**config.mk**
```make
export PLATFORM = sky130hd
export DESIGN_NAME = bidir_fifo_port_and_offset_prog
export DESIGN_NICKNAME = d
export VERILOG_FILES = /design/src/rtl/bidir_fifo_pkg.sv /design/src/rtl/bidir_fifo_port_and_offset_prog.sv
export SDC_FILE = /design/constraint.sdc
export NUM_CORES = 1
export LEC_CHECK = 0
export ABC_AREA = 1
export BUFFER_PORTS_ARGS = -buffer_cell sky130_fd_sc_hd__buf_2
export CORE_MARGIN = 4
export CORE_UTILIZATION = 40
export DETAILED_ROUTE_END_ITERATION = 10
export GPL_TIMING_DRIVEN = 0
export PLACE_DENSITY_LB_ADDON = 0.2
export SETUP_SLACK_MARGIN = 0.5
export SLEW_MARGIN = 10
export SYNTH_ARGS = -nofsm -noshare
export SYNTH_HDL_FRONTEND = slang
export SYNTH_SLANG_ARGS = --single-unit
export TNS_END_PERCENT = 10
```
**constraint.sdc**
```tcl
create_clock -name i_mclk -period 5.5 [get_ports i_mclk]
set_clock_uncertainty 0.2 [all_clocks]
set_input_delay 1.65 -clock i_mclk [delete_from_list [all_inputs] [get_ports i_mclk]]
set_output_delay 1.65 -clock i_mclk [all_outputs]
set_load 0.05 [all_outputs]
```
**src/rtl/bidir_fifo_pkg.sv**
```systemverilog
// constants and carrier types for the bidirectional fifo port block
package bidir_fifo_pkg;
   localparam int DATA_W = 36;
   localparam int OFS_W = 10;
   localparam int FIFO_DEPTH = 8;
   localparam int CNT_W = $clog2(FIFO_DEPTH + 1);
   localparam int SYNC_STAGES = 2;
   localparam logic [OFS_W:0] DEPTH_EXT = 11'h008;
   localparam logic [OFS_W-1:0] PRESET_BOTH = 10'h040;
   localparam logic [OFS_W-1:0] PRESET_HIGH = 10'h010;
   localparam logic [OFS_W-1:0] PRESET_LOW = 10'h008;
   localparam logic [OFS_W-1:0] OFS_RESET = 10'h040;
   // programming step order
   localparam logic [1:0] STEP_FWD_AF = 2'h0;
   localparam logic [1:0] STEP_FWD_AE = 2'h1;
   localparam logic [1:0] STEP_REV_AF = 2'h2;
   localparam logic [1:0] STEP_REV_AE = 2'h3;

   // one port's control pins; rw_pin is the raw write/read select level
   typedef struct packed {
      logic select_n;
      logic rw_pin;
      logic enable;
      logic mailbox_sel;
   } port_ctl_s;

   typedef struct packed {
      logic space_flag;
      logic data_flag;
      logic almost_empty_n;
      logic almost_full_n;
   } port_flags_s;
endpackage

```
**src/rtl/bidir_fifo_port_and_offset_prog.sv**
```systemverilog
// bidirectional fifo pair with port decode, offset programming and flags
// Functional notes
// - selects sampled at a fifo reset rising edge pick preset offsets
// - selects high/high give 64, high/low 16, low/high 8, to both offsets
// - forward offsets follow forward reset, reverse offsets reverse reset
// - first four port A fifo writes load fwd af, fwd ae, rev af, rev ae
// - offsets come from the low port A data bits, msb highest
// - after fourth offset write port B space flag rises, normal operation
// - port A bus drives only with select low and write/read low
// - port A qualified write with space flag pushes into forward fifo
// - port A qualified read with data flag pops reverse fifo
// - port B bus drives only with select low and read/write high
// - port B qualified write with space flag pushes into reverse fifo
// - port B qualified read with data flag pops forward fifo
// - each port transfers independently of the other port
// - enable low on a port edge means no transfer
// - fall-through mode: word shifts out on edge raising data flag
// - fall-through with data flag high: advance only on qualified read
// - standard mode: data flag rises on second read edge, read needed
// - every port flag passes two stages clocked by its own port edges
// - mailbox write stores word, mailbox read sets full flag high
// - space flag low: writes to that fifo ignored
// - data flag low: reads ignored, output word held except for the fall-through shift
// - almost-empty on read port, almost-full on write port
`timescale 1ns/1ps

module fifo_buffer #(
   parameter int WIDTH = 36,
   parameter int DEPTH = 8
) (
   input wire logic i_clk,
   input wire logic i_clear,
   input wire logic i_wr_valid,
   output logic o_wr_ready,
   input wire logic [WIDTH-1:0] i_wr_data,
   output logic o_rd_valid,
   input wire logic i_rd_ready,
   output logic [WIDTH-1:0] o_rd_data,
   output logic [$clog2(DEPTH+1)-1:0] o_count
);
   localparam int AW = $clog2(DEPTH);
   localparam int CW = $clog2(DEPTH + 1);
   logic [WIDTH-1:0] mem [DEPTH];
   logic [AW-1:0] wr_ptr;
   logic [AW-1:0] rd_ptr;
   logic [CW-1:0] count;
   wire do_wr = i_wr_valid & o_wr_ready;
   wire do_rd = i_rd_ready & o_rd_valid;

   assign o_wr_ready = (count != CW'(DEPTH));
   assign o_rd_valid = (count != '0);
   assign o_rd_data = mem[rd_ptr];
   assign o_count = count;

   always_ff @(posedge i_clk) begin
      if (do_wr) begin
         mem[wr_ptr] <= i_wr_data;
      end
   end

   // pointers and fill count, cleared together
   always_ff @(posedge i_clk) begin
      if (i_clear) begin
         wr_ptr <= '0;
      end else begin
         wr_ptr <= wr_ptr + AW'(do_wr);
      end
   end

   always_ff @(posedge i_clk) begin
      if (i_clear) begin
         rd_ptr <= '0;
      end else begin
         rd_ptr <= rd_ptr + AW'(do_rd);
      end
   end

   always_ff @(posedge i_clk) begin
      if (i_clear) begin
         count <= '0;
      end else begin
         count <= count + CW'(do_wr) - CW'(do_rd);
      end
   end
endmodule // fifo_buffer

module bidir_fifo_port_and_offset_prog
   import bidir_fifo_pkg::*;
(
   input wire logic i_mclk,
   input wire logic i_resetn,
   input wire logic i_port_a_clock,
   input wire logic i_port_b_clock,
   input wire port_ctl_s i_port_a_ctl,
   input wire port_ctl_s i_port_b_ctl,
   input wire logic [DATA_W-1:0] i_port_a_bus,
   input wire logic [DATA_W-1:0] i_port_b_bus,
   output logic [DATA_W-1:0] o_port_a_bus,
   output logic [DATA_W-1:0] o_port_b_bus,
   output logic o_port_a_bus_oe,
   output logic o_port_b_bus_oe,
   input wire logic i_fwd_fifo_reset_n,
   input wire logic i_rev_fifo_reset_n,
   input wire logic i_offset_select_low,
   input wire logic i_offset_select_high,
   input wire logic i_fall_through_select,
   output port_flags_s o_port_a_flags,
   output port_flags_s o_port_b_flags,
   output logic o_fwd_mailbox_full_n,
   output logic o_rev_mailbox_full_n
);
   // index 0: port A / forward fifo, index 1: port B / reverse fifo
   logic [1:0] clk_q;
   logic [1:0] rst_q;
   logic prog;
   logic [1:0] step;
   logic [OFS_W-1:0] ae_ofs [2];
   logic [OFS_W-1:0] af_ofs [2];
   logic [DATA_W-1:0] out_data [2];
   logic [DATA_W-1:0] mbox [2];
   logic [DATA_W-1:0] obus [2];
   logic [1:0] ooe;
   logic [1:0] mb_full_n;
   logic [1:0] data_flag;
   logic [SYNC_STAGES-1:0] space_s [2];
   logic [SYNC_STAGES-1:0] ae_s [2];
   logic [SYNC_STAGES-1:0] af_s [2];
   logic [1:0] is_wr;
   logic [1:0] qual;
   logic [1:0] fifo_wr;
   logic [1:0] fifo_rd;
   logic [1:0] mb_wr;
   logic [1:0] mb_rd;
   port_ctl_s ctl [2];
   logic [DATA_W-1:0] bus_in [2];

   wire [1:0] port_clk = {i_port_b_clock, i_port_a_clock};
   wire [1:0] fifo_rst_n = {i_rev_fifo_reset_n, i_fwd_fifo_reset_n};
   wire [1:0] port_edge = port_clk & ~clk_q;
   wire [1:0] rst_rise = fifo_rst_n & ~rst_q;
   wire [1:0] fifo_clr = ~fifo_rst_n | {2{~i_resetn}};
   wire sel_any = i_offset_select_high | i_offset_select_low;
   wire prog_enter = rst_rise[0] & ~sel_any;
   // programming already counts in the release cycle, before prog is set
   wire prog_now = prog | prog_enter;
   wire prog_wr = prog & fifo_wr[0] & space_s[0][SYNC_STAGES-1];
   wire prog_done = prog_wr & (step == STEP_REV_AE);
   wire [OFS_W-1:0] prog_val = i_port_a_bus[OFS_W-1:0];
   wire [OFS_W-1:0] preset_val =
      (i_offset_select_high & i_offset_select_low) ? PRESET_BOTH :
      i_offset_select_high ? PRESET_HIGH : PRESET_LOW;

   assign ctl[0] = i_port_a_ctl;
   assign ctl[1] = i_port_b_ctl;
   assign bus_in[0] = i_port_a_bus;
   assign bus_in[1] = i_port_b_bus;

   // clock history follows the pin in reset too: no false edge after it
   always_ff @(posedge i_mclk) begin
      clk_q <= port_clk;
   end

   always_ff @(posedge i_mclk) begin
      if (!i_resetn) begin
         rst_q <= 2'h3;
      end else begin
         rst_q <= fifo_rst_n;
      end
   end

   // programming mode flag
   always_ff @(posedge i_mclk) begin
      if (!i_resetn) begin
         prog <= 1'b0;
      end else if (prog_enter) begin
         prog <= 1'b1;
      end else if (prog_done) begin
         prog <= 1'b0;
      end
   end

   // programming step counter
   always_ff @(posedge i_mclk) begin
      if (|fifo_clr) begin
         step <= STEP_FWD_AF;
      end else if (prog_wr) begin
         step <= step + 2'h1;
      end
   end

   genvar p;
   generate
      for (p = 0; p < 2; p++) begin : g_port
         localparam int R = 1 - p;
         logic f_ready;
         logic f_valid;
         logic [DATA_W-1:0] f_data;
         logic [CNT_W-1:0] f_count;
         logic [SYNC_STAGES-1:0] avail;
         logic fall_through_select;
         logic fall_through_select_pend;

         // port decode; port B's write/read pin has inverted sense
         assign is_wr[p] = ctl[p].rw_pin ^ (p == 1);
         assign qual[p] = port_edge[p] & ~ctl[p].select_n
            & ctl[p].enable;
         assign fifo_wr[p] = qual[p] & is_wr[p] & ~ctl[p].mailbox_sel;
         assign fifo_rd[p] = qual[p] & ~is_wr[p] & ~ctl[p].mailbox_sel;
         assign mb_wr[p] = qual[p] & is_wr[p] & ctl[p].mailbox_sel;
         assign mb_rd[p] = qual[p] & ~is_wr[p] & ctl[p].mailbox_sel;

         // fifo p is written at port p and read at port R
         wire wr_ok = fifo_wr[p] & space_s[p][SYNC_STAGES-1];
         wire push = wr_ok & f_ready
            & ~(prog_now & (p == 0));
         wire rd_req = fifo_rd[R] & data_flag[p];
         wire fall = port_edge[R] & avail[SYNC_STAGES-1] & f_valid
            & (~data_flag[p] | rd_req);
         wire pop = fall_through_select ? fall : (rd_req & f_valid);
         wire [OFS_W-1:0] cnt_ext = OFS_W'(f_count);
         wire space_raw = f_ready & ~(prog_now & (p == 1));
         wire ae_raw_n = cnt_ext > ae_ofs[p];
         wire af_raw_n = ({1'b0, cnt_ext} + {1'b0, af_ofs[p]})
            < DEPTH_EXT;
         wire left = f_count > CNT_W'(pop);

         fifo_buffer #(
            .WIDTH(DATA_W),
            .DEPTH(FIFO_DEPTH)
         ) u_fifo (
            .i_clk(i_mclk),
            .i_clear(fifo_clr[p]),
            .i_wr_valid(push),
            .o_wr_ready(f_ready),
            .i_wr_data(bus_in[p]),
            .o_rd_valid(f_valid),
            .i_rd_ready(pop),
            .o_rd_data(f_data),
            .o_count(f_count)
         );

         // mode pin caught at first writer edge after reset release
         always_ff @(posedge i_mclk) begin
            if (fifo_clr[p]) begin
               fall_through_select_pend <= 1'b1;
               fall_through_select <= 1'b0;
            end else if (fall_through_select_pend & port_edge[p]) begin
               fall_through_select_pend <= 1'b0;
               fall_through_select <= ~i_fall_through_select;
            end
         end

         // offsets of fifo p: preset at its reset release or loaded from A
         wire preset_ld = rst_rise[p] & sel_any;
         wire [1:0] af_step = (p == 0) ? STEP_FWD_AF : STEP_REV_AF;
         wire [1:0] ae_step = (p == 0) ? STEP_FWD_AE : STEP_REV_AE;
         wire af_ld = prog_wr & (step == af_step);
         wire ae_ld = prog_wr & (step == ae_step);
         wire next_data_flag = fall_through_select
            ? (fall | (data_flag[p] & ~rd_req))
            : (avail[SYNC_STAGES-2] & left);
         wire [DATA_W-1:0] next_obus = ctl[p].mailbox_sel ? mbox[R]
            : out_data[R];

         always_ff @(posedge i_mclk) begin
            if (!i_resetn) begin
               ae_ofs[p] <= OFS_RESET;
               af_ofs[p] <= OFS_RESET;
            end else if (preset_ld) begin
               ae_ofs[p] <= preset_val;
               af_ofs[p] <= preset_val;
            end else begin
               if (af_ld) begin
                  af_ofs[p] <= prog_val;
               end
               if (ae_ld) begin
                  ae_ofs[p] <= prog_val;
               end
            end
         end

         // read side: staged availability and almost-empty
         always_ff @(posedge i_mclk) begin
            if (fifo_clr[p]) begin
               avail <= '0;
               ae_s[p] <= '0;
            end else if (port_edge[R]) begin
               avail <= {avail[SYNC_STAGES-2:0], f_valid};
               ae_s[p] <= {ae_s[p][SYNC_STAGES-2:0], ae_raw_n};
            end
         end

         // output register keeps its word unless popped
         always_ff @(posedge i_mclk) begin
            if (fifo_clr[p]) begin
               out_data[p] <= '0;
            end else if (pop) begin
               out_data[p] <= f_data;
            end
         end

         // data flag: fall-through shift or standard two-edge rise
         always_ff @(posedge i_mclk) begin
            if (fifo_clr[p]) begin
               data_flag[p] <= 1'b0;
            end else if (port_edge[R]) begin
               data_flag[p] <= next_data_flag;
            end
         end

         // write side flags
         always_ff @(posedge i_mclk) begin
            if (fifo_clr[p]) begin
               space_s[p] <= '0;
               af_s[p] <= '1;
            end else if (port_edge[p]) begin
               space_s[p] <= {space_s[p][SYNC_STAGES-2:0], space_raw};
               af_s[p] <= {af_s[p][SYNC_STAGES-2:0], af_raw_n};
            end
         end

         // mailbox p: written at port p, read at port R; write wins
         always_ff @(posedge i_mclk) begin
            if (fifo_clr[p]) begin
               mb_full_n[p] <= 1'b1;
               mbox[p] <= '0;
            end else if (mb_wr[p]) begin
               mbox[p] <= bus_in[p];
               mb_full_n[p] <= 1'b0;
            end else if (mb_rd[R]) begin
               mb_full_n[p] <= 1'b1;
            end
         end

         // port p data pins show fifo R or mailbox R
         always_ff @(posedge i_mclk) begin
            if (!i_resetn) begin
               obus[p] <= '0;
            end else begin
               obus[p] <= next_obus;
            end
         end

         // pin drive enable tracks select and read sense
         always_ff @(posedge i_mclk) begin
            if (!i_resetn) begin
               ooe[p] <= 1'b0;
            end else begin
               ooe[p] <= ~ctl[p].select_n & ~is_wr[p];
            end
         end
      end
   endgenerate

   assign o_port_a_bus = obus[0];
   assign o_port_b_bus = obus[1];
   assign o_port_a_bus_oe = ooe[0];
   assign o_port_b_bus_oe = ooe[1];
   assign o_port_a_flags.space_flag = space_s[0][SYNC_STAGES-1];
   assign o_port_a_flags.data_flag = data_flag[1];
   assign o_port_a_flags.almost_empty_n = ae_s[1][SYNC_STAGES-1];
   assign o_port_a_flags.almost_full_n = af_s[0][SYNC_STAGES-1];
   assign o_port_b_flags.space_flag = space_s[1][SYNC_STAGES-1];
   assign o_port_b_flags.data_flag = data_flag[0];
   assign o_port_b_flags.almost_empty_n = ae_s[0][SYNC_STAGES-1];
   assign o_port_b_flags.almost_full_n = af_s[1][SYNC_STAGES-1];
   assign o_fwd_mailbox_full_n = mb_full_n[0];
   assign o_rev_mailbox_full_n = mb_full_n[1];
endmodule // bidir_fifo_port_and_offset_prog

```
==> results.json <==
{
  "clk_pin_slew_ns": 0.06,
  "rsz0062_at_grt": "false",
  "first_pass_iters": 5,
  "min_from": "mbox[1][35]$_SDFFCE_PN0P_",
  "grt.total_usage_pct": 19.4,
  "cp_max_fo": 10,
  "routed_wl_mm": 90.6,
  "reg2reg_to": "g_port[1].u_fifo.mem[3][27]$_DFFE_PP_",
  "power.internal_mw": 11.2,
  "reg2regPathDepth": 9,
  "synth.avg_cell_area_um2": 12.8,
  "hold_path_depth": 2,
  "layout_commonest_cell": "edfxtp_1",
  "r2r-start": "g_port[1].u_fifo.o_count[2]$_SDFF_PP0_",
  "dp_hpwl_mm": 62.7,
  "min_period_ns": 3.92,
  "grt-ovfl-total": 0,
  "antenna_found_initial": 12,
  "clock-root-buffer": "clkbuf_16",
  "post_cts_buffers": 0,
  "clock-sinks": 885,
  "total_power_mw": 14.2,
  "async_reset_ff_share_pct": 0,
  "netlist_instances": 2741,
  "die_h_um": 304,
  "clk-insertion-delay-late_ns": 0.66,
  "synth_area_um2": 34900,
  "wl_per_cell_um": 21.0,
  "p_per_area_nw_per_um2": 344,
  "ant_nets": 0,
  "postCtsHoldBufs": 0,
  "syn_nets": 2870,
  "hold_path_class": "flip-flop to flip-flop",
  "tns_ns": 0,
  "final_cell_mix": "edfxtp_1, nor2_1, nand2_1, o21ai_0, buf_2",
  "cp-start-kind": "input pin",
  "placementRows": 108,
  "cp_cell_sequence": "buf_2, inv_2, nand2_1, nor3_2, nand2_1, nor3_2, buf_4, buf_4",
  "yosys_warnings": 0,
  "core_um2": 86800,
  "worstSetupEndpointType": "flip-flop",
  "reg2reg_slack_ns": 2.26,
  "vias_per_cell": 5.15,
  "nNetsFinal": 3212,
  "finalCritPeriodShare_pct": 71.2,
  "cts_buffers": 94,
  "gp_congestion": 0.810,
  "pin_count": 173,
  "slew_violations": 0,
  "crit_slowest_cell": "nor3_2",
  "p_clk_share_pct": 44.4,
  "synthToLayoutAreaGrowth_pct": 17.9,
  "max_freq_mhz": 255,
  "first_iter_violations": 1670,
  "cap_violations": 0,
  "switching_share_pct": 21.3,
  "worstPathRequired_ns": 5.59,
  "hold_violations": 0,
  "synth_cell_type_count": 48,
  "synth_seq_cells": 885,
  "placed_area_um2": 38100,
  "peakVddDrop_uv": 260,
  "design_area_um2": 41200,
  "drcViolationCount": 0,
  "synth-edff-count": 772,
  "switchingPower_mw": 3.02,
  "io_buffers": 171,
  "yosys_most_used_dff": "edfxtp_1",
  "htreeDepth": 3,
  "start_util_pct": 40.3,
  "placed_cells": 4142,
  "worst_pin_slew_ns": 0.891,
  "grt_max_degree": 25,
  "die-area_um2": 92200,
  "pwr-share-comb_pct": 3.3,
  "final_util_pct": 47.5,
  "cp_slowest_stage_delay_ns": 0.68,
  "grt_pass1_vias": 22400,
  "ys_seq_area_share_pct": 72.8,
  "hold-path-endpoint": "obus[0][35]$_SDFF_PN0_",
  "stdcell_count": 4322,
  "p_leak_nw": 15.1,
  "crit_arrival_ns": 4.01,
  "cts_tree": "built",
  "setup_violations": 0,
  "crit_type": "input pin to flip-flop",
  "drive_gt1_share_pct": 17.9,
  "die_w_um": 304,
  "slew_headroom_pct": 40.3,
  "grt_pass1_wl_mm": 136,
  "cts_buffer_depth": 3,
  "cts_resized": 0,
  "sequentialPowerShare_pct": 52.3,
  "outcome": "finished, final reports clean",
  "vias": 22300
}
-- Yosys cell counts, types with 2 or more instances --
| cell type | number | area, µm² |
|---|---|---|
| nand3b_1 | 2 | 15.0 |
| a31oi_1 | 2 | 12.5 |
| nand2_1 | 254 | 953 |
| o21bai_1 | 2 | 15.0 |
| inv_1 | 169 | 634 |
| a21oi_2 | 60 | 526 |
| buf_1 | 5 | 18.8 |
| buf_2 | 36 | 180 |
| o31ai_1 | 2 | 15.0 |
| o22ai_2 | 2 | 25.0 |
| nand2_4 | 3 | 33.8 |
| nor2_4 | 2 | 22.5 |
| o21ai_0 | 234 | 1170 |
| nand3_2 | 2 | 20.0 |
| o22ai_1 | 73 | 457 |
| o32ai_1 | 72 | 631 |
| dfxtp_1 | 113 | 2260 |
| edfxtp_1 | 772 | 23200 |
| clkbuf_1 | 77 | 289 |
| buf_6 | 18 | 203 |
| o21ai_1 | 5 | 25.0 |
| nor3_1 | 25 | 125 |
| clkinv_1 | 2 | 7.51 |
| xnor2_1 | 4 | 35.0 |
| nand2_2 | 4 | 25.0 |
| nor4_1 | 3 | 18.8 |
| ha_1 | 38 | 475 |
| nand4_1 | 7 | 43.8 |
| nor2_2 | 3 | 18.8 |
| a221oi_1 | 2 | 17.5 |
| fa_1 | 2 | 40.0 |
| or2_2 | 2 | 12.5 |
| nor2_1 | 587 | 2200 |
| inv_2 | 7 | 26.3 |
| buf_4 | 12 | 90.1 |
| nand3_1 | 29 | 145 |
| clkinv_2 | 3 | 15.0 |
| a21oi_1 | 24 | 120 |
| xor2_1 | 2 | 17.5 |
| mux2i_1 | 72 | 721 |
-- stage by stage --
step	setup WS (ns)	hold WS, ns
after floorplan	-0.00933	0.219
after global placement	-3.06	0.227
after detailed placement	0.902	0.235
after CTS	1.60	0.241
after global routing	1.41	0.268
final	1.58	0.232
-- layer usage --
layer	up-vias	share of wire, %	wire length, µm	track usage [%]
li1	10400	-	-	-
met1	11000	42	38000	25.3
met2	695	48	43700	32.7
met3	165	6.7	6030	3.99
met4	8	3.1	2770	6.25
met5	-	0.060	54	0
-- power by group through the flow --
stage / clock network [mW] / registers [mW] / logic [mW]
after CTS: 6.40 / 7.41 / 0.474
after floorplan: 0 / 7.66 / 0.138
final: 6.29 / 7.41 / 0.469
after global routing: 6.70 / 7.42 / 0.507
after detailed placement: 0 / 7.55 / 0.472
after global placement: 0 / 7.56 / 0.451
-- worst max-delay path, delay by kind of cell --
family	cells	cell delay, ns
buffers and inverters	4	1.03
and+or+nand+nor	4	1.31
-- how the worst max path moves through the flow --
| stage | from | to | depth (start not counted) |
|---|---|---|---|
| 2_1_floorplan | i_port_a_ctl[3] | g_port[0].u_fifo.mem[2][0]$_DFFE_PP_ | 8 |
| 3_3_place_gp | i_port_a_ctl[3] | g_port[0].u_fifo.mem[5][19]$_DFFE_PP_ | 9 |
| 3_5_place_dp | i_port_a_ctl[3] | g_port[0].u_fifo.mem[1][21]$_DFFE_PP_ | 11 |
| 4_1_cts | i_port_a_ctl[3] | g_port[0].u_fifo.mem[1][24]$_DFFE_PP_ | 11 |
| 5_1_grt | i_port_a_ctl[3] | g_port[0].u_fifo.mem[0][27]$_DFFE_PP_ | 11 |
| 6_report | i_port_b_ctl[0] | g_port[1].u_fifo.mem[3][27]$_DFFE_PP_ | 8 |
-- state kept, by name (all words and copies together), names as in the netlist, 6 cells and up --
register and flops:
g_port.u_fifo.wr_ptr 6, mbox 72, out_data 72, g_port.u_fifo.mem 576
af_ofs 20, g_port.u_fifo.rd_ptr 6, g_port.u_fifo.o_count 8, obus 72
ae_ofs 20
-- final cells by class --
class	count	area (µm²)
multi-input cells	1526	8130
fillers	7753	45600
diodes	5	12.5
plain buffers	149	796
flip-flops and latches	885	25400
well taps	1155	1450
clock buffers	135	2660
repair buffers	246	1560
inverters	181	683
clock inverters	40	467
-- cell families (layout without fill, tap and decap cells) --
family	after synthesis	count (layout)	synth area share (%)
AND/OR/NAND/NOR	928	928	10.6
flip-flops	885	885	72.8
AO/OA/AOI/OAI	480	480	8.67
buffers and inverters	330	751	4.23
multiplexers	72	72	2.06
adder cells (fa/ha/maj)	40	40	1.47
XOR/XNOR	6	6	0.150
other	0	5	0
Note: power is estimated with default switching activity, not from simulation.
